### src/pkg/plm_regs.vh
`ifndef PLM_REGS_VH
`define PLM_REGS_VH

// register byte offsets
`define PLM_CTRL_OFS 8'h00
`define PLM_STAT_OFS 8'h04
`define PLM_IRQ_STS_OFS 8'h08
`define PLM_IRQ_CLR_OFS 8'h0c
`define PLM_IRQ_EN_OFS 8'h10

// control register fields
`define PLM_CTRL_LCK_EN_BIT 0
`define PLM_CTRL_PDN_BIT 1
`define PLM_CTRL_LRP_LSB 4
`define PLM_CTRL_LRP_MSB 7
`define PLM_CTRL_RST 32'h0000_0002

// lock status fields
`define PLM_STAT_COARSE_BIT 0
`define PLM_STAT_FINE_BIT 1

// interrupt status / clear / enable layout
`define PLM_IRQ_FINE_BIT 0
`define PLM_IRQ_COARSE_BIT 1
`define PLM_IRQ_LOSS_BIT 2
`define PLM_IRQ_W 3
`define PLM_IRQ_STS_RST 3'h0
`define PLM_IRQ_EN_RST 3'h0

// lock detector timing, in master clock periods
`define PLM_CHK_FIRST 7'd16
`define PLM_CHK_COARSE 7'd32
`define PLM_CHK_FINE 7'd64
`define PLM_CNT_W 7
`define PLM_FB_DIVIDE 24

// loss of reference timing: (period + 1) * 10 * 2 output clock periods
`define PLM_LOR_MULT_A 10
`define PLM_LOR_MULT_B 2
`define PLM_LOR_CNT_W 10

// interrupt vector the combined request is wired to
`define PLM_IRQ_VECTOR 11

// ahb-lite encodings
`define PLM_HTRANS_NONSEQ 2'b10
`define PLM_HSIZE_WORD 3'b010

`endif

### src/core/plm_edge_sync.v
`timescale 1ns/1ps
`default_nettype none
// two-stage synchroniser followed by a rising edge detector
module plm_edge_sync (
  input wire clk,
  input wire rst_b,
  input wire async_in,
  output wire rise_pulse
);
  reg meta_r;
  reg sync_r;
  reg prev_r;

  always @(posedge clk or negedge rst_b) begin
    if (!rst_b) begin
      meta_r <= 1'b0;
      sync_r <= 1'b0;
      prev_r <= 1'b0;
    end else begin
      meta_r <= async_in;
      sync_r <= meta_r;
      prev_r <= sync_r;
    end
  end

  // one pulse per full input period, independent of duty cycle
  assign rise_pulse = sync_r & ~prev_r;
endmodule
`default_nettype wire

### src/core/plm_monitor.v
`timescale 1ns/1ps
`default_nettype none
`include "plm_regs.vh"

// How it works
// - detector runs only when enabled and powered
// - counts divided feedback and master clock edges
// - compares whole periods, rising edge to rising
// - checkpoints at 16, 32, 64 master cycles
// - match at 32 sets coarse lock
// - match at 64 sets fine lock
// - fine clears on any mismatch, coarse on a 32 mismatch; both on disable, reset
// - check at 64 restarts both counters
// - fine mismatch may leave coarse set
// - stopped reference raises loss interrupt
// - loss after (period+1)*10*2 clocks
// - three sources ORed into one request
// - enabled loss event wakes system from stop
// - registers clocked by bus clock
module plm_monitor #(
  parameter CNT_W = `PLM_CNT_W,
  parameter LOR_W = `PLM_LOR_CNT_W
) (
  input wire clk,
  input wire rst_b,
  input wire hsel,
  input wire [31:0] haddr,
  input wire [1:0] htrans,
  input wire hwrite,
  input wire [2:0] hsize,
  input wire hready,
  input wire [31:0] hwdata,
  output reg [31:0] hrdata,
  output wire hreadyout,
  output wire hresp,
  input wire ref_clk_in,
  input wire fb_clk_in,
  output wire pll_power_down,
  output wire coarse_lock_flag,
  output wire fine_lock_flag,
  output wire irq,
  output wire wake_req
);
  // clk is the running pll output; bus registers share it
  reg [31:0] ctrl_r;
  reg coarse_r;
  reg fine_r;
  reg [`PLM_IRQ_W-1:0] irq_sts_r;
  reg [`PLM_IRQ_W-1:0] irq_en_r;
  reg [CNT_W-1:0] mcnt_r;
  reg [CNT_W-1:0] fcnt_r;
  reg [LOR_W-1:0] lor_cnt_r;
  reg lor_hit_r;
  reg wr_pend_r;
  reg [7:0] wr_addr_r;

  wire lock_monitor_enable;
  wire [3:0] loss_ref_period;
  wire det_active;
  wire ref_rise;
  wire fb_rise;
  wire [CNT_W-1:0] mcnt_inc;
  wire [CNT_W-1:0] fcnt_inc;
  wire chk_first;
  wire chk_coarse;
  wire chk_fine;
  wire counts_match;
  wire [LOR_W-1:0] lor_limit;
  wire [31:0] lor_limit_full;
  wire lor_event;
  wire coarse_change;
  wire fine_change;
  wire [`PLM_IRQ_W-1:0] irq_event;
  wire addr_phase;
  wire [31:0] wr_data;

  reg coarse_nxt;
  reg fine_nxt;
  reg [CNT_W-1:0] mcnt_nxt;
  reg [CNT_W-1:0] fcnt_nxt;

  // word-aligned register decode shared by read and write paths
  function [2:0] reg_sel;
    input [7:0] ofs;
    begin
      case (ofs)
        `PLM_CTRL_OFS: reg_sel = 3'h1;
        `PLM_STAT_OFS: reg_sel = 3'h2;
        `PLM_IRQ_STS_OFS: reg_sel = 3'h3;
        `PLM_IRQ_CLR_OFS: reg_sel = 3'h4;
        `PLM_IRQ_EN_OFS: reg_sel = 3'h5;
        default: reg_sel = 3'h0;
      endcase
    end
  endfunction

  assign lock_monitor_enable = ctrl_r[`PLM_CTRL_LCK_EN_BIT];
  assign pll_power_down = ctrl_r[`PLM_CTRL_PDN_BIT];
  assign loss_ref_period = ctrl_r[`PLM_CTRL_LRP_MSB:`PLM_CTRL_LRP_LSB];
  assign det_active = lock_monitor_enable & ~pll_power_down;

  // master clock from the pll reference, feedback is vco / 24 at the pll
  plm_edge_sync u_ref_sync (
    .clk(clk),
    .rst_b(rst_b),
    .async_in(ref_clk_in),
    .rise_pulse(ref_rise)
  );

  plm_edge_sync u_fb_sync (
    .clk(clk),
    .rst_b(rst_b),
    .async_in(fb_clk_in),
    .rise_pulse(fb_rise)
  );

  // counts include any edge arriving in the checkpoint cycle itself
  assign mcnt_inc = mcnt_r + {{(CNT_W-1){1'b0}}, ref_rise};
  assign fcnt_inc = (&fcnt_r) ? fcnt_r : fcnt_r + {{(CNT_W-1){1'b0}}, fb_rise};
  assign counts_match = (mcnt_inc == fcnt_inc);
  assign chk_first = ref_rise & (mcnt_inc == `PLM_CHK_FIRST);
  assign chk_coarse = ref_rise & (mcnt_inc == `PLM_CHK_COARSE);
  assign chk_fine = ref_rise & (mcnt_inc == `PLM_CHK_FINE);

  always @* begin
    coarse_nxt = coarse_r;
    fine_nxt = fine_r;
    mcnt_nxt = mcnt_inc;
    fcnt_nxt = fcnt_inc;
    if (!det_active) begin
      coarse_nxt = 1'b0;
      fine_nxt = 1'b0;
      mcnt_nxt = {CNT_W{1'b0}};
      fcnt_nxt = {CNT_W{1'b0}};
    end else if (chk_first) begin
      if (!counts_match) begin
        fine_nxt = 1'b0;
      end
    end else if (chk_coarse) begin
      coarse_nxt = counts_match;
      if (!counts_match) begin
        fine_nxt = 1'b0;
      end
    end else if (chk_fine) begin
      // coarse stays as it is when only the fine check fails
      fine_nxt = counts_match;
      mcnt_nxt = {CNT_W{1'b0}};
      fcnt_nxt = {CNT_W{1'b0}};
    end
  end

  always @(posedge clk or negedge rst_b) begin
    if (!rst_b) begin
      coarse_r <= 1'b0;
      fine_r <= 1'b0;
      mcnt_r <= {CNT_W{1'b0}};
      fcnt_r <= {CNT_W{1'b0}};
    end else begin
      coarse_r <= coarse_nxt;
      fine_r <= fine_nxt;
      mcnt_r <= mcnt_nxt;
      fcnt_r <= fcnt_nxt;
    end
  end

  assign coarse_lock_flag = coarse_r;
  assign fine_lock_flag = fine_r;

  // loss of reference: count output clocks since the last reference edge
  // product formed at full width, then cut to the timer width on purpose
  assign lor_limit_full = ({28'h000_0000, loss_ref_period} + 32'h0000_0001)
                        * `PLM_LOR_MULT_A * `PLM_LOR_MULT_B;
  assign lor_limit = lor_limit_full[LOR_W-1:0];

  always @(posedge clk or negedge rst_b) begin
    if (!rst_b) begin
      lor_cnt_r <= {LOR_W{1'b0}};
      lor_hit_r <= 1'b0;
    end else if (pll_power_down || ref_rise) begin
      lor_cnt_r <= {LOR_W{1'b0}};
      lor_hit_r <= 1'b0;
    end else if (!lor_hit_r) begin
      lor_cnt_r <= lor_cnt_r + {{(LOR_W-1){1'b0}}, 1'b1};
      if (lor_cnt_r + {{(LOR_W-1){1'b0}}, 1'b1} == lor_limit) begin
        lor_hit_r <= 1'b1;
      end
    end
  end

  // one event per stretch without reference
  assign lor_event = ~pll_power_down & ~ref_rise & ~lor_hit_r
                   & (lor_cnt_r + {{(LOR_W-1){1'b0}}, 1'b1} == lor_limit);

  assign coarse_change = coarse_nxt ^ coarse_r;
  assign fine_change = fine_nxt ^ fine_r;
  assign irq_event = {lor_event, coarse_change, fine_change};

  // ahb-lite slave, zero wait states, always okay
  assign hreadyout = 1'b1;
  assign hresp = 1'b0;
  assign addr_phase = hsel & hready & (htrans == `PLM_HTRANS_NONSEQ || htrans == 2'b11);
  assign wr_data = hwdata;

  always @(posedge clk or negedge rst_b) begin
    if (!rst_b) begin
      wr_pend_r <= 1'b0;
      wr_addr_r <= 8'h00;
      hrdata <= 32'h0000_0000;
    end else begin
      if (hready) begin
        wr_pend_r <= addr_phase & hwrite;
        wr_addr_r <= haddr[7:0];
      end
      if (addr_phase && !hwrite) begin
        case (reg_sel(haddr[7:0]))
          3'h1: hrdata <= ctrl_r;
          3'h2: hrdata <= {30'h0, fine_r, coarse_r};
          3'h3: hrdata <= {29'h0, irq_sts_r};
          3'h5: hrdata <= {29'h0, irq_en_r};
          default: hrdata <= 32'h0000_0000;
        endcase
      end
    end
  end

  always @(posedge clk or negedge rst_b) begin
    if (!rst_b) begin
      ctrl_r <= `PLM_CTRL_RST;
      irq_en_r <= `PLM_IRQ_EN_RST;
      irq_sts_r <= `PLM_IRQ_STS_RST;
    end else begin
      if (wr_pend_r && reg_sel(wr_addr_r) == 3'h1) begin
        ctrl_r <= wr_data & 32'h0000_00f3;
      end
      if (wr_pend_r && reg_sel(wr_addr_r) == 3'h5) begin
        irq_en_r <= wr_data[`PLM_IRQ_W-1:0];
      end
      // a new event wins over a clear in the same cycle
      if (wr_pend_r && reg_sel(wr_addr_r) == 3'h4) begin
        irq_sts_r <= (irq_sts_r & ~wr_data[`PLM_IRQ_W-1:0]) | irq_event;
      end else begin
        irq_sts_r <= irq_sts_r | irq_event;
      end
    end
  end

  assign irq = |(irq_sts_r & irq_en_r);
  assign wake_req = irq_sts_r[`PLM_IRQ_LOSS_BIT] & irq_en_r[`PLM_IRQ_LOSS_BIT] & ~pll_power_down;
endmodule
`default_nettype wire

### config.mk
export PLATFORM = sky130hd
export DESIGN_NAME = plm_monitor
export DESIGN_NICKNAME = d
export VERILOG_FILES = /design/src/core/plm_edge_sync.v /design/src/core/plm_monitor.v
export VERILOG_INCLUDE_DIRS = /design/src /design/src/pkg
export SDC_FILE = /design/constraint.sdc
export NUM_CORES = 1
export LEC_CHECK = 0
export ABC_AREA = 1
export BUFFER_PORTS_ARGS = -buffer_cell sky130_fd_sc_hd__buf_4
export CORE_MARGIN = 3
export CORE_UTILIZATION = 50
export DETAILED_ROUTE_END_ITERATION = 7
export PLACE_DENSITY = 0.82
export RECOVER_POWER = 50
export SYNTH_ARGS = -nofsm -noshare
export SYNTH_HDL_FRONTEND = slang
export SYNTH_SLANG_ARGS = --single-unit
### constraint.sdc
create_clock -name clk -period 3.6 [get_ports clk]
set_clock_uncertainty 0.15 [all_clocks]
set_input_delay 0.72 -clock clk [delete_from_list [all_inputs] [get_ports clk]]
set_output_delay 0.72 -clock clk [all_outputs]
set_load 0.05 [all_outputs]
* Word-level counts from Yosys, hierarchy flattened
Index checks and enable logic that the tools add are counted.
Operators by class: bitwise logic cells 26, reduce and logical (&&, ||, !) cells 11, $mul 1, multiplexer cells 27, add/subtract/negate cells 4, eq/ne operators 23
Operators by type and width (number):
- $mux 7 | 9
- $eq 8x4->1 const B | 4
- $pmux 8 s4 | 1
- $pmux 3 s5 | 2
- $mux 10 | 2
- $eq 8x3->1 const B | 2
- $eq 8x5->1 const B | 2
- $logic_not 8->1 | 2
- $add 7x1->7 | 2
- $and 1x1->1 | 14
- $mux 1 | 11
- $add 10x1->10 const B | 1
- $eq 10x10->1 | 1
- $eq 3x3->1 const B | 3
- $mul 5x3->8 const B | 1
- $eq 7x5->1 const B | 1
- $eq 7x6->1 const B | 1
- $eq 7x7->1 | 1
- $eq 7x7->1 const B | 1
- $reduce_and 7->1 | 1
- $and 3x3->3 | 2
- $eq 3x1->1 const B | 2
- $eq 3x2->1 const B | 2
- $mux 3 | 2
- other kinds (11) | 22
Storage, ports and cells: output and inout port bits 39, flip-flop bits (word level) 86, word-level logic and storage cells 110

* Depth between registers and ports, before layout
Gate-level depths: netlist of the first run.
word-level depth 12, depth in mapped cells 17

* Cells and area by module
A second synthesis of the first run with hierarchy kept.
Unflattened totals: cell total of the unflattened synthesis 450, area, all modules 3575.9 um2
Modules (own cells, without submodules):
- plm_monitor | cells an instance 440, instances 1, area an instance 3405.8 um2
- plm_edge_sync | cells an instance 5, instances 2, area an instance 85.1 um2

* Worst setup path before layout of the first run
Ideal clock, no wire load.
path type flip-flop to flip-flop, start reg ctrl_r[4], end reg lor_hit_r, slack 1.040 ns, data required time 3.381 ns, path buffers 0, clock period less this slack 2.560 ns, arrival 2.341 ns, cell stages (with the launch flop) 13, cells stage by stage dfrtp_1 ha_1 ha_1 ha_1 inv_1 fa_1 inv_1 nand2_1 a21oi_1 xnor3_1 inv_1 nand4_1 nand2_1
Between the ends: word-level cells in the longest chain between the ends 6
RTL lines:
- start, declared | line plm_monitor.v:45 | reg [31:0] ctrl_r;
- start signal, assigned | line plm_monitor.v:228 | ctrl_r <= `PLM_CTRL_RST;
- start signal, assigned | line plm_monitor.v:233 | ctrl_r <= wr_data & 32'h0000_00f3;
- $add 4x1->5 | line plm_monitor.v:171 | assign lor_limit_full = ({28'h000_0000, loss_ref_period} + 32'h0000_0001)
- $mul 5x3->8 (no line)
- $eq 10x10->1 | line plm_monitor.v:184 | if (lor_cnt_r + {{(LOR_W-1){1'b0}}, 1'b1} == lor_limit) begin
- $mux 1 | line plm_monitor.v:184
- $mux 1 | line plm_monitor.v:182 | end else if (!lor_hit_r) begin
- $mux 1 | line plm_monitor.v:179 | end else if (pll_power_down || ref_rise) begin
- end signal, assigned | line plm_monitor.v:178 | lor_hit_r <= 1'b0;
- end signal, assigned | line plm_monitor.v:181 | lor_hit_r <= 1'b0;
- end signal, assigned | line plm_monitor.v:185 | lor_hit_r <= 1'b1;
- end, declared | line plm_monitor.v:53 | reg lor_hit_r;
Every way passes these cells. A chain may end at the register's enable or synchronous reset.

* Final worst setup path of the first run
start reg ctrl_r[4], end reg irq_sts_r[2]
Between the ends: word-level cells in the longest chain between the ends 6, elaborated cells on any way between the ends 7, classes of those cells 1 x add/sub; 1 x mul; 1 x eq/ne; 1 x mux; 3 x bitwise
RTL lines:
- $add 4x1->5 * | line plm_monitor.v:171
- $mul 5x3->8 (no line) *
- $eq 10x10->1 * | line plm_monitor.v:192 | & (lor_cnt_r + {{(LOR_W-1){1'b0}}, 1'b1} == lor_limit);
- $and 1x1->1 * | line plm_monitor.v:192
- $or 3x3->3, on equally long branches | line plm_monitor.v:242, plm_monitor.v:240
- $mux 3 * | line plm_monitor.v:239 | if (wr_pend_r && reg_sel(wr_addr_r) == 3'h4) begin
- end signal, assigned | line plm_monitor.v:230 | irq_sts_r <= `PLM_IRQ_STS_RST;
- end signal, assigned | line plm_monitor.v:240 | irq_sts_r <= (irq_sts_r & ~wr_data[`PLM_IRQ_W-1:0]) | irq_event;
- end signal, assigned | line plm_monitor.v:242 | irq_sts_r <= irq_sts_r | irq_event;
- end, declared | line plm_monitor.v:48 | reg [`PLM_IRQ_W-1:0] irq_sts_r;
Mark *: on every way between the ends. The rest lies on a longest branch, timed or not.

==> results of run 1 <==
per-layer routing:
metal / share of wire / routed length [um] / up-vias
met3: 0.052 / 367 / 13
met4: 0.016 / 111 / 0
li1: - / - / 1496
met1: 0.46 / 3200 / 1363
met5: 0 / 0 / -
met2: 0.48 / 3350 / 82
critical path, cell delays in order (launching register included):
cell and delay, ns:
dfrtp_1 0.43, ha_1 0.36, ha_1 0.31, ha_1 0.16, inv_1 0.05, fa_1 0.38
inv_1 0.07, nand2_1 0.06, a21oi_1 0.19, xnor3_1 0.33, inv_1 0.08, nand4_1 0.11
nand2_1 0.08
power groups by stage:
stage / combinational (mW) / sequential (mW) / clock [mW]
finish: 0.248 / 0.726 / 0.684
global route: 0.280 / 0.728 / 0.731
CTS: 0.252 / 0.726 / 0.698
detailed placement: 0.251 / 0.738 / 0
global placement: 0.242 / 0.737 / 0
floorplan: 0.202 / 0.739 / 0
path summary, 6_finish.rpt:
kind                       cells after the start                end  slack (ns)               from
max                                           12       irq_sts_r[2]        0.78          ctrl_r[4]
min                                            0  u_ref_sync.sync_r        0.21  u_ref_sync.meta_r
max reg2reg                                   12       irq_sts_r[2]        0.78          ctrl_r[4]
min reg2reg                                    0  u_ref_sync.sync_r        0.21  u_ref_sync.meta_r
max in group asynchronous                      1       wr_addr_r[0]        1.83              rst_b
min in group asynchronous                      1       lor_cnt_r[6]        0.57              rst_b
sequential cells by signal (all words and copies together), names as in the netlist, 3 cells and up:
signal and count:
hrdata 7, wr_addr_r 8, irq_sts_r 3, irq_en_r 3
ctrl_r 6, fcnt_r 7, lor_cnt_r 10, mcnt_r 7
metrics by stage:
step                      area [um2]  power [mW]  worst slack [ns]
after floorplan                 3670       0.941              1.04
after global placement          3820       0.980             0.881
after detailed placement        3820       0.989             0.776
after CTS                       4050        1.68             0.754
after global routing            4040        1.74             0.628
final                           4040        1.66             0.777
cell type report:
class / instances / area [um2] / share of cell area
clock buffers: 9 / 124 / 0.0307
clock inverters: 7 / 100 / 0.0248
inverters: 72 / 270 / 0.0669
multi-input cells: 320 / 1650 / 0.408
flip-flops and latches: 61 / 1530 / 0.378
well taps: 96 / 120 / 0.0297
repair buffers: 34 / 249 / 0.0616
synth_stat cells (all sizes together):
master   count  area share
a22o         1      0.0024
nand3       39       0.057
nand2      115        0.12
nand3b       2      0.0042
a21oi       10       0.014
dfrtp       60        0.42
conb         2      0.0021
nor4         3      0.0052
o22ai        7       0.012
mux2         4       0.013
dfstp        1      0.0073
fa           1      0.0056
inv         72       0.076
a2bb2oi      1      0.0024
ha          12       0.042
xnor3        1      0.0063
nor2        42       0.046
buf         28       0.060
xor2         9       0.022
o21bai       1      0.0021
o31ai        4      0.0084
nor3         5      0.0070
xnor2        2      0.0049
nand4       12       0.021
o21ai       21       0.029
clkbuf       3      0.0031
o2111ai      1      0.0024
cells by family (layout without fill, tap and decap cells):
kind of cell | after synthesis | after routing | share of synthesized area
xor gates and xnor gates | 12 | 12 | 0.0332
DFF | 61 | 61 | 0.427
and+or+nand+nor | 218 | 218 | 0.266
buffers and inverters | 103 | 122 | 0.138
AOI/OAI and AO/OA | 46 | 46 | 0.0734
other | 2 | 27 | 0.00210
adders and majority gates | 13 | 13 | 0.0476
muxes | 4 | 4 | 0.0126
==> impl_results.md, run 1 <==
* Drt initial violations at 212
* Switching share of power at 0.292
* Final worst path period share at 0.784
* Most common cell after layout, fill and taps aside: nand2_1
* Setup repair bufs after CTS at 0
* CTS tree: built
* Pwr dens at between 400 and 500 mW/mm2
* Post-DRT Antenna Nets at 0
* Die area at between 0.008 and 0.009 mm2
* IO Port Bufs at 34
* Drt total wl at 7030 um
* Core Util, Final at 0.588
* Max-slew violations at 0
* Max-cap violations at 0
* Status: complete, no violations
* Global Route met3 Usage at 0.0442
* Placeable Area at around 0.0069 mm2
* Rel. slew slack at 0.00799
* Critical path peak fanout at 5
* Hold Path Class: reg2reg
* Worst EP required at roughly 3.7 ns
* Combinational Power Share at 0.150
* Fillers at roughly 590
* Vias per Instance at 4.93
* Upper clock frequency limit at between 300 and 400 MHz
* Global route overflow at 0
* Syn Area/Cell at ~8 um2
* Power share of the clock group at 0.412
* Syn Inst Count at between 400 and 500
* DRT Pass-1 Iters at 4
* Final net count at a little under 600
* Worst-path clk slew at 0.08 ns
* CTS Sinks at 61
* Longest Clk Path Bufs at 2
* Clock Latency Late Sink at approximately 0.34 ns
* Switching power at roughly 0.48 mW
* Static Leak at roughly 2.1 nW
* Critical Setup Path Class: reg2reg
* Placer Congestion at around 0.87
* Hold_ws at 0.207 ns
* Sequential area share after synthesis at 0.427
* CP startpoint kind: flip-flop
* Setup-failing EPs final at 0
* Vias at roughly 3,000
* Share of layout cells above drive strength 1 at 0.121
* Internal Pwr Total at roughly 1.2 mW
* RSZ-0062 raised after global routing: false
* Max rail drop VDD at approximately 0.27 mV
* #FFs+latches synth at between 60 and 70
* Placed insts at 583
* GRT met1 Usage at 0.228
* Part of the power in registers at 0.438
* # diodes at 0
* Setup TNS at 0 ns
* Post-DP HPWL at roughly 5300 um
* Synth cell types at 33
* First-pass GRT wire length at about 12,000 um
* Tmin final at around 2.8 ns
* Area Growth Syn to Fin at 12.9%
* Initial antenna violation count at 0
* Pin count of the biggest net entering global routing at 62
* Warning count from the yosys run at 0
* Most Crowded Layer GR: met2
* Row count at 30
* Final cell count without fillers at 599
* Met2 GRT Util at 0.298
* CP arrival at just under 3 ns
* Cell Area, Synth at 0.00358 mm2
* DR WL/cell at 11.7 um
* Hold-fix buffer count after cts at 0
* Max H-tree Level at 3
* CP endpoint kind: flip-flop
* Die height at between 90 and 100 um
* Post-CTS Resized at 0
* IO Count at 115
* Remaining DRCs at 0
* Gr usage total at 0.181
* Final Hold Fails at 0
* Initial core utilization at 0.521
* Vias in the first global route at between 2,000 and 3,000
* Clk root buf: clkbuf_8
* Die Width at around 91 um
* Commonest cells after routing, fill and taps aside: 111 x nand2_1, 72 x inv_1, 60 x dfrtp_1
* CTS buffer count at 9
* Worst-margin pin slew at about 1.5 ns
(Power assumes the default switching activity.)
==> run 2, diff against run 1 <==
- ABC_AREA: 1 -> 0
- clock period: 3.6 -> 2.7 ns (I/O delays scaled with it)
==> impl_results.md, run 2 <==
* Longest Clk Path Bufs at 2 (unchanged)
* CP arrival at 3.29 ns (+0.34 ns)
* IO Port Bufs at 34 (unchanged)
* Pre-CTS setup slack at -0.555 ns (-1.33 ns)
* Top flop regs: lor_cnt_r: 10 flops, wr_addr_r: 8 flops
* Die area at 0.00819 mm2 (-0.20%)
* Share of layout cells above drive strength 1 at 0.317 (+0.195)
* Post-DP Area at 0.00409 mm2 (+6.9%)
* Vias at 2,958 (+0.14%)
* Synth cell types at 55 (+67%)
* Largest Register: lor_cnt_r
* Remaining DRCs at 0 (unchanged)
* Setup-failing EPs final at 2 (+2)
* Initial core utilization at 0.520 (-0.00109)
* # diodes at 0 (unchanged)
* CTS Sinks at 61 (unchanged)
* Pin count of the biggest net entering global routing at 62 (unchanged)
* CTS tree: built
* #FFs+latches synth at 61 (unchanged)
* Placed insts at 518 (-11%)
* Die height at 90.5 um (about the same)
* RSZ-0062 raised after global routing: true
* Max rail drop VDD at 0.339 mV (+26%)
* Syn Area/Cell at 9.68 um2 (+24%)
* Vias per Instance at 5.50 (+11%)
* Placeable Area at 0.00687 mm2 (unchanged)
* Status: finished, violations left
* Max H-tree Level at 3 (unchanged)
* Critical Setup Path Class: reg2reg
* Most common cell after layout, fill and taps aside: buf_4
* DR WL/cell at 15.2 um (+30%)
* Gr usage total at 0.204 (+0.0231)
* Initial antenna violation count at 0 (unchanged)
* Rel. slew slack at 0.0160 (+0.00798)
* Final net count at 526 (-10%)
* Die Width at 90.5 um (about the same)
* Clk root buf: clkbuf_8
* Vias in the first global route at 2,913 (+3.7%)
* Area Growth Syn to Fin at 25.6%
* Hold Path Class: in2reg
* Final worst path period share at 1.17 (+0.386)
* Main flop type after synthesis: dfrtp_1
* Synth area leaders: dfrtp_1 42%, buf_4 5.7%, mux2_2 5.7%
* Final Hold Fails at 0 (unchanged)
* Synth top cells by count: 60 x dfrtp_1, 44 x nor2_1, 32 x nand2_1, 27 x buf_4
* Global route overflow at 0 (unchanged)
* Critical path peak fanout at 4 (-1)
* Max-slew violations at 0 (unchanged)
* Cell Area, Synth at 0.00357 mm2 (-0.21%)
* DRT Pass-1 Iters at 4 (unchanged)
* Drt initial violations at 111 (-48%)
* CTS buffer count at 9 (unchanged)
* Violated checks: setup timing
* Worst-path clk slew at 0.08 ns (about the same)
* Top-count cell post-synth: dfrtp_1
* Max-cap violations at 0 (unchanged)
* CP endpoint kind: flip-flop
* Fin area at 0.00449 mm2 (+11%)
* Syn Inst Count at 369 (-20%)
* Clock Latency Late Sink at 0.34 ns (about the same)
* IO Count at 115 (unchanged)
* Worst-margin pin slew at 1.48 ns (-0.0120 ns)
* Number of enable flip-flop cells after synthesis at 0 (unchanged)
* Top cell type's share of synthesized area at 0.420 (+0.000882)
* Max reg flops at 10 (unchanged)
* Final cell count without fillers at 538 (-10%)
* Commonest cells after routing, fill and taps aside: 62 x buf_4, 57 x dfrtp_1, 44 x nor2_1
* Sequential area share after synthesis at 0.428 (+0.000898)
* Post-DRT Antenna Nets at 0 (unchanged)
* Tmin final at 3.16 ns (+0.336 ns)
* Static Leak at 2.00 nW (-5.0%)
* Placer Congestion at 0.839 (-3.9%)
* CP startpoint kind: flip-flop
* Upper clock frequency limit at 317 MHz (-11%)
* Row count at 30 (unchanged)
* Drt total wl at 8200 um (+17%)
* Async set-reset flop share out of synthesis at 1.00 (unchanged)
* First-pass GRT wire length at 13,500 um (+10%)
* Post-synth top area cell: dfrtp_1
* Worst EP required at 2.83 ns (-0.90 ns)
* Warning count from the yosys run at 0 (unchanged)
* Setup ws final at -0.458 ns (-1.24 ns)
* Pwr dens at 514 mW/mm2 (+25%)
* Post-DP HPWL at 5990 um (+13%)
## run 2: changes by cell type after synthesis, sizes merged, moves of 6 or more
cell   delta
o21ai     -7
nand3    -24
o22ai     -6
nand2    -83
mux2     +14
xor2      +8
inv      -63
xnor2    +16
nor2b     +6
## run 2: layout make-up
class                   count  area, um2
fillers                   539       2380
multi-input cells         289       2090
well taps                  96        120
repair buffers             67        509
flip-flops and latches     61       1530
inverters                   9       33.8
clock inverters             4       47.5
clock buffers              12        155
## run 2: through the flow
stage / utilization / setup TNS, ns / hold slack (ns) / power [mW]
final: 0.653 / -0.904 / 0.179 / 2.31
after CTS: 0.634 / -1.02 / 0.137 / 2.27
after floorplan: - / -0.656 / 0.0944 / 1.31
after detailed placement: 0.595 / -1.13 / 0.187 / 1.42
after global routing: 0.653 / -1.14 / 0.166 / 2.41
after global placement: 0.595 / -1.02 / 0.184 / 1.41
## run 2: repair_timing
| item | CTS | global route |
|---|---|---|
| pin swaps | 1 | 4 |
| hold endpoints to repair | 0 | 0 |
| gates resized for setup | 8 | 23 |
| setup buffers | 2 | 2 |
| hold buffers | 0 | 0 |
| setup endpoints to repair | 4 | 16 |
## run 2: critical path: stages, from the launching register on
cell and delay [ns]:
dfrtp_2 0.46, ha_4 0.19, xor2_4 0.17, ha_4 0.28, inv_2 0.04, fa_2 0.59, xor2_2 0.17, xor2_1 0.09
o32a_1 0.30, o221a_4 0.27, nor4_4 0.19, o21ba_2 0.19
## run 2: routing by layer
metal,up-vias,part of all wire,track usage
li1,1370,-,-
met1,1479,0.43,0.253
met2,92,0.51,0.344
met3,17,0.040,0.0433
met4,0,0.024,0.0842
met5,-,0,0
## run 2: path summary, 6_finish.rpt
path | start | end | slack [ns] | cells after the start
worst max-delay path | ctrl_r[4] | lor_hit_r | -0.46 | 11
worst min-delay path | ref_clk_in | u_ref_sync.meta_r | 0.18 | 1
worst max register to register | ctrl_r[4] | lor_hit_r | -0.46 | 11
worst min register to register | u_ref_sync.meta_r | u_ref_sync.sync_r | 0.20 | 0
max in group asynchronous | rst_b | ctrl_r[5] | 1.04 | 1
min in group asynchronous | rst_b | ctrl_r[7] | 0.39 | 1
## run 2: cell families after synthesis
family          count (synthesis)  synth area share
simple gates                  143             0.199
flops                          61             0.428
compound gates                 50            0.0943
buf+inv                        44            0.0757
xor+xnor                       35            0.0879
mux                            21            0.0652
fa+ha+maj                      13            0.0477
other cells                     2           0.00210
## run 2: report_power, final
| part | total (mW) | leakage [nW] | internal, mW | switching, mW |
|---|---|---|---|---|
| registers | 0.979 | 0.782 | 0.950 | 0.0295 |
| clock network | 0.834 | 0.102 | 0.474 | 0.360 |
| logic | 0.492 | 1.11 | 0.211 | 0.281 |
==> run 3, diff against run 2 <==
- PLACE_DENSITY: 0.82 -> 0.81
- SKIP_CTS_REPAIR_TIMING: unset -> 1
- SYNTH_HIERARCHICAL: unset -> 1
==> impl_results.md, run 3 <==
* Most common cell after layout, fill and taps aside: buf_4
* Number of enable flip-flop cells after synthesis at 0 (unchanged)
* # diodes at 0 (unchanged)
* Worst-margin pin slew at 1.47 ns (-0.00774 ns)
* FF-to-FF path depth at 10 (-1)
* Share of layout cells above drive strength 1 at 0.313 (-0.00354)
* Commonest cells after routing, fill and taps aside: 62 x buf_4, 57 x dfrtp_1, 42 x nor2_1
* Synth area leaders: dfrtp_1 40%, buf_4 5.8%, mux2_2 5.1%
* Synth top cells by count: 60 x dfrtp_1, 42 x nor2_1, 29 x buf_4, 20 x nand2_1, 19 x nand3_1
* Worst EP required at 2.81 ns (-0.02 ns)
* Static Leak at 2.10 nW (+5.0%)
* Row count at 30 (unchanged)
* Part of the power in registers at 0.441 (+0.016)
* Power share of the clock group at 0.363 (about the same)
* Status: finished, violations left
* Setup TNS at -0.477 ns (+0.427 ns)
* Setup-failing EPs final at 2 (unchanged)
* Hold Path Cell Cnt at 1 (unchanged)
* RSZ-0062 raised after global routing: true
* Top Family by Delay on Critical Path: adder cells
* Die area at 0.00860 mm2 (+4.9%)
* Final net count at 531 (+0.95%)
* Buf+Inv Stages, Crit Path at 1 (unchanged)
* Initial antenna violation count at 0 (unchanged)
* Rel. slew slack at 0.0211 (+0.00516)
* CP cell instances: ha_4, and3_1, ha_1, inv_1, fa_1, xor2_1, xnor2_1, nand4_1, nor4_4, a22o_1
* Max reg flops at 10 (unchanged)
* Final cell count without fillers at 543 (+0.93%)
* CP peak stage delay at 0.57 ns (-0.02 ns)
* Final worst path period share at 1.09 (-0.0767)
* First-pass GRT wire length at 13,500 um (+0.56%)
* Pin count of the biggest net entering global routing at 62 (unchanged)
* IO Port Bufs at 34 (unchanged)
* Reg2reg start: ctrl_r[5]
* Clk root buf: clkbuf_8
* Hold Path Class: in2reg
* Max-slew violations at 0 (unchanged)
* IO Count at 115 (unchanged)
* Min-delay src: ref_clk_in
* Synth cell types at 62 (+13%)
* Top cell type's share of synthesized area at 0.399 (-0.0211)
* Pwr dens at 484 mW/mm2 (-5.9%)
* DR WL/cell at 15.8 um (+3.8%)
* Drt initial violations at 115 (+3.6%)
* Longest Clk Path Bufs at 2 (unchanged)
* Syn Inst Count at 377 (+2.2%)
* Global route overflow at 0 (unchanged)
* Final Hold Fails at 0 (unchanged)
* CP arrival at 3.06 ns (-0.23 ns)
* Syn Area/Cell at 9.97 um2 (+3.1%)
* Max H-tree Level at 3 (unchanged)
* Gr usage total at 0.197 (-0.00714)
* Setup ws final at -0.251 ns (+0.207 ns)
* Die height at 92.7 um (+2.4%)
* Drt total wl at 8580 um (+4.7%)
* CTS tree: built
* DRT Pass-1 Iters at 4 (unchanged)
* Slowest-stage cell, CP: fa_1
* Tmin final at 2.95 ns (-0.207 ns)
* Async set-reset flop share out of synthesis at 1.00 (unchanged)
* Clock Latency Late Sink at 0.33 ns (about the same)
* #FFs+latches synth at 61 (unchanged)
* CTS Sinks at 61 (unchanged)
* Pre-CTS setup slack at -0.200 ns (+0.355 ns)
* Placeable Area at 0.00706 mm2 (+2.7%)
* Max rail drop VDD at 0.354 mV (+4.4%)
* Initial core utilization at 0.533 (+0.0129)
* Vias at 2,988 (+1.0%)
* Area Growth Syn to Fin at 22.4%
* Internal Pwr Total at 1.60 mW (-2.3%)
* Placed insts at 518 (unchanged)
* Critical Setup Path Class: reg2reg
* Placer Congestion at 0.868 (+3.4%)
* Combinational Power Share at 0.196 (-0.018)
* Max-cap violations at 0 (unchanged)
* Switching power at 0.627 mW (-6.5%)
* Vias per Instance at 5.50 (about the same)
* Switching share of power at 0.282 (-0.00911)
* Worst-path clk slew at 0.07 ns (about the same)
* Sequential area share after synthesis at 0.406 (-0.0215)
* Cell Area, Synth at 0.00376 mm2 (+5.3%)
* Largest Register: lor_cnt_r
* Vias in the first global route at 2,951 (+1.3%)
* Post-DRT Antenna Nets at 0 (unchanged)
* CTS buffer count at 9 (unchanged)
* Top flop regs: lor_cnt_r: 10 flops, wr_addr_r: 8 flops
* CP endpoint kind: flip-flop
* Upper clock frequency limit at 339 MHz (+7.0%)
* Worst Hold End: u_ref_sync/meta_r
* FF-to-FF End: irq_sts_r[2]
* Die Width at 92.7 um (+2.4%)
* Top-count cell post-synth: dfrtp_1
* Violated checks: setup timing
* Critical path peak fanout at 3 (-1)
* CP startpoint kind: flip-flop
* Warning count from the yosys run at 6 (+6)
* Main flop type after synthesis: dfrtp_1
* R2r setup slk at -0.25 ns (+0.21 ns)
* Core Util, Final at 0.652 (-0.00124)
* Post-synth top area cell: dfrtp_1
* Remaining DRCs at 0 (unchanged)
* Post-DP HPWL at 6010 um (+0.30%)
[run 3: cell count changes in the layout (fill, tap and decap cells not counted), moves of 3 or more]
cell	before	now
a21oi_1	10	7
o21ai_0	13	7
xnor2_1	16	11
and3_1	2	10
nand3_1	13	16
a31oi_1	3	8
nand4_1	11	7
nand2_1	32	19
or2_2	1	5
[run 3: cell type report]
type                       count  area, um2
tap                           96        120
inverter                       9       33.8
multi-input combinational    293       2200
clock buffer                  12        155
timing repair buffer          68        508
sequential                    61       1530
fill                         567       2460
clock inverter                 4       47.5
[run 3: metal layers]
metal  track usage  routed length, um  vias up
li1              -                  -     1418
met3        0.0520                363       14
met1         0.231               3440     1478
met5             0                  0        -
met2         0.353               4660       78
met4        0.0562                115        0
[run 3: cell families (layout without fill, tap and decap cells)]
kind of cell | Yosys count | count (layout) | synth area share
adder cells (fa/ha/maj) | 13 | 13 | 0.0453
AND/OR/NAND/NOR | 145 | 145 | 0.203
buffers and inverters | 48 | 93 | 0.0825
XOR/XNOR | 31 | 31 | 0.0855
multiplexers | 23 | 23 | 0.0682
other | 2 | 27 | 0.00200
AO/OA/AOI/OAI | 54 | 54 | 0.107
flip-flops | 61 | 61 | 0.406
[run 3: power by group through the flow]
stage	combinational [mW]	clock [mW]	sequential, mW
after floorplan	0.301	0	0.994
after global placement	0.380	0	0.992
after detailed placement	0.392	0	0.996
after CTS	0.404	0.830	0.979
after global routing	0.473	0.882	0.986
final	0.435	0.808	0.982
[run 3: worst max path at each step]
stage	startpoint	endpoint	slack, ns	depth (start not counted)
2_1_floorplan	u_ref_sync/sync_r	irq_sts_r[0]	0.006	10
4_1_cts	ctrl_r[4]	irq_sts_r[2]	-0.26	12
3_5_place_dp	ctrl_r[4]	irq_sts_r[2]	-0.20	12
6_report	ctrl_r[5]	irq_sts_r[2]	-0.25	10
3_3_place_gp	u_ref_sync/sync_r	coarse_lock_flag	-0.07	11
5_1_grt	ctrl_r[5]	irq_sts_r[2]	-0.41	10
[run 3: through the flow]
step	power [mW]	hold slack, ns	cell area [um2]
4_1_cts	2.21	0.153	4370
3_3_place_gp	1.37	0.184	4170
3_5_place_dp	1.39	0.192	4170
2_1_floorplan	1.29	0.0944	3880
6_report	2.23	0.189	4600
5_1_grt	2.34	0.175	4600
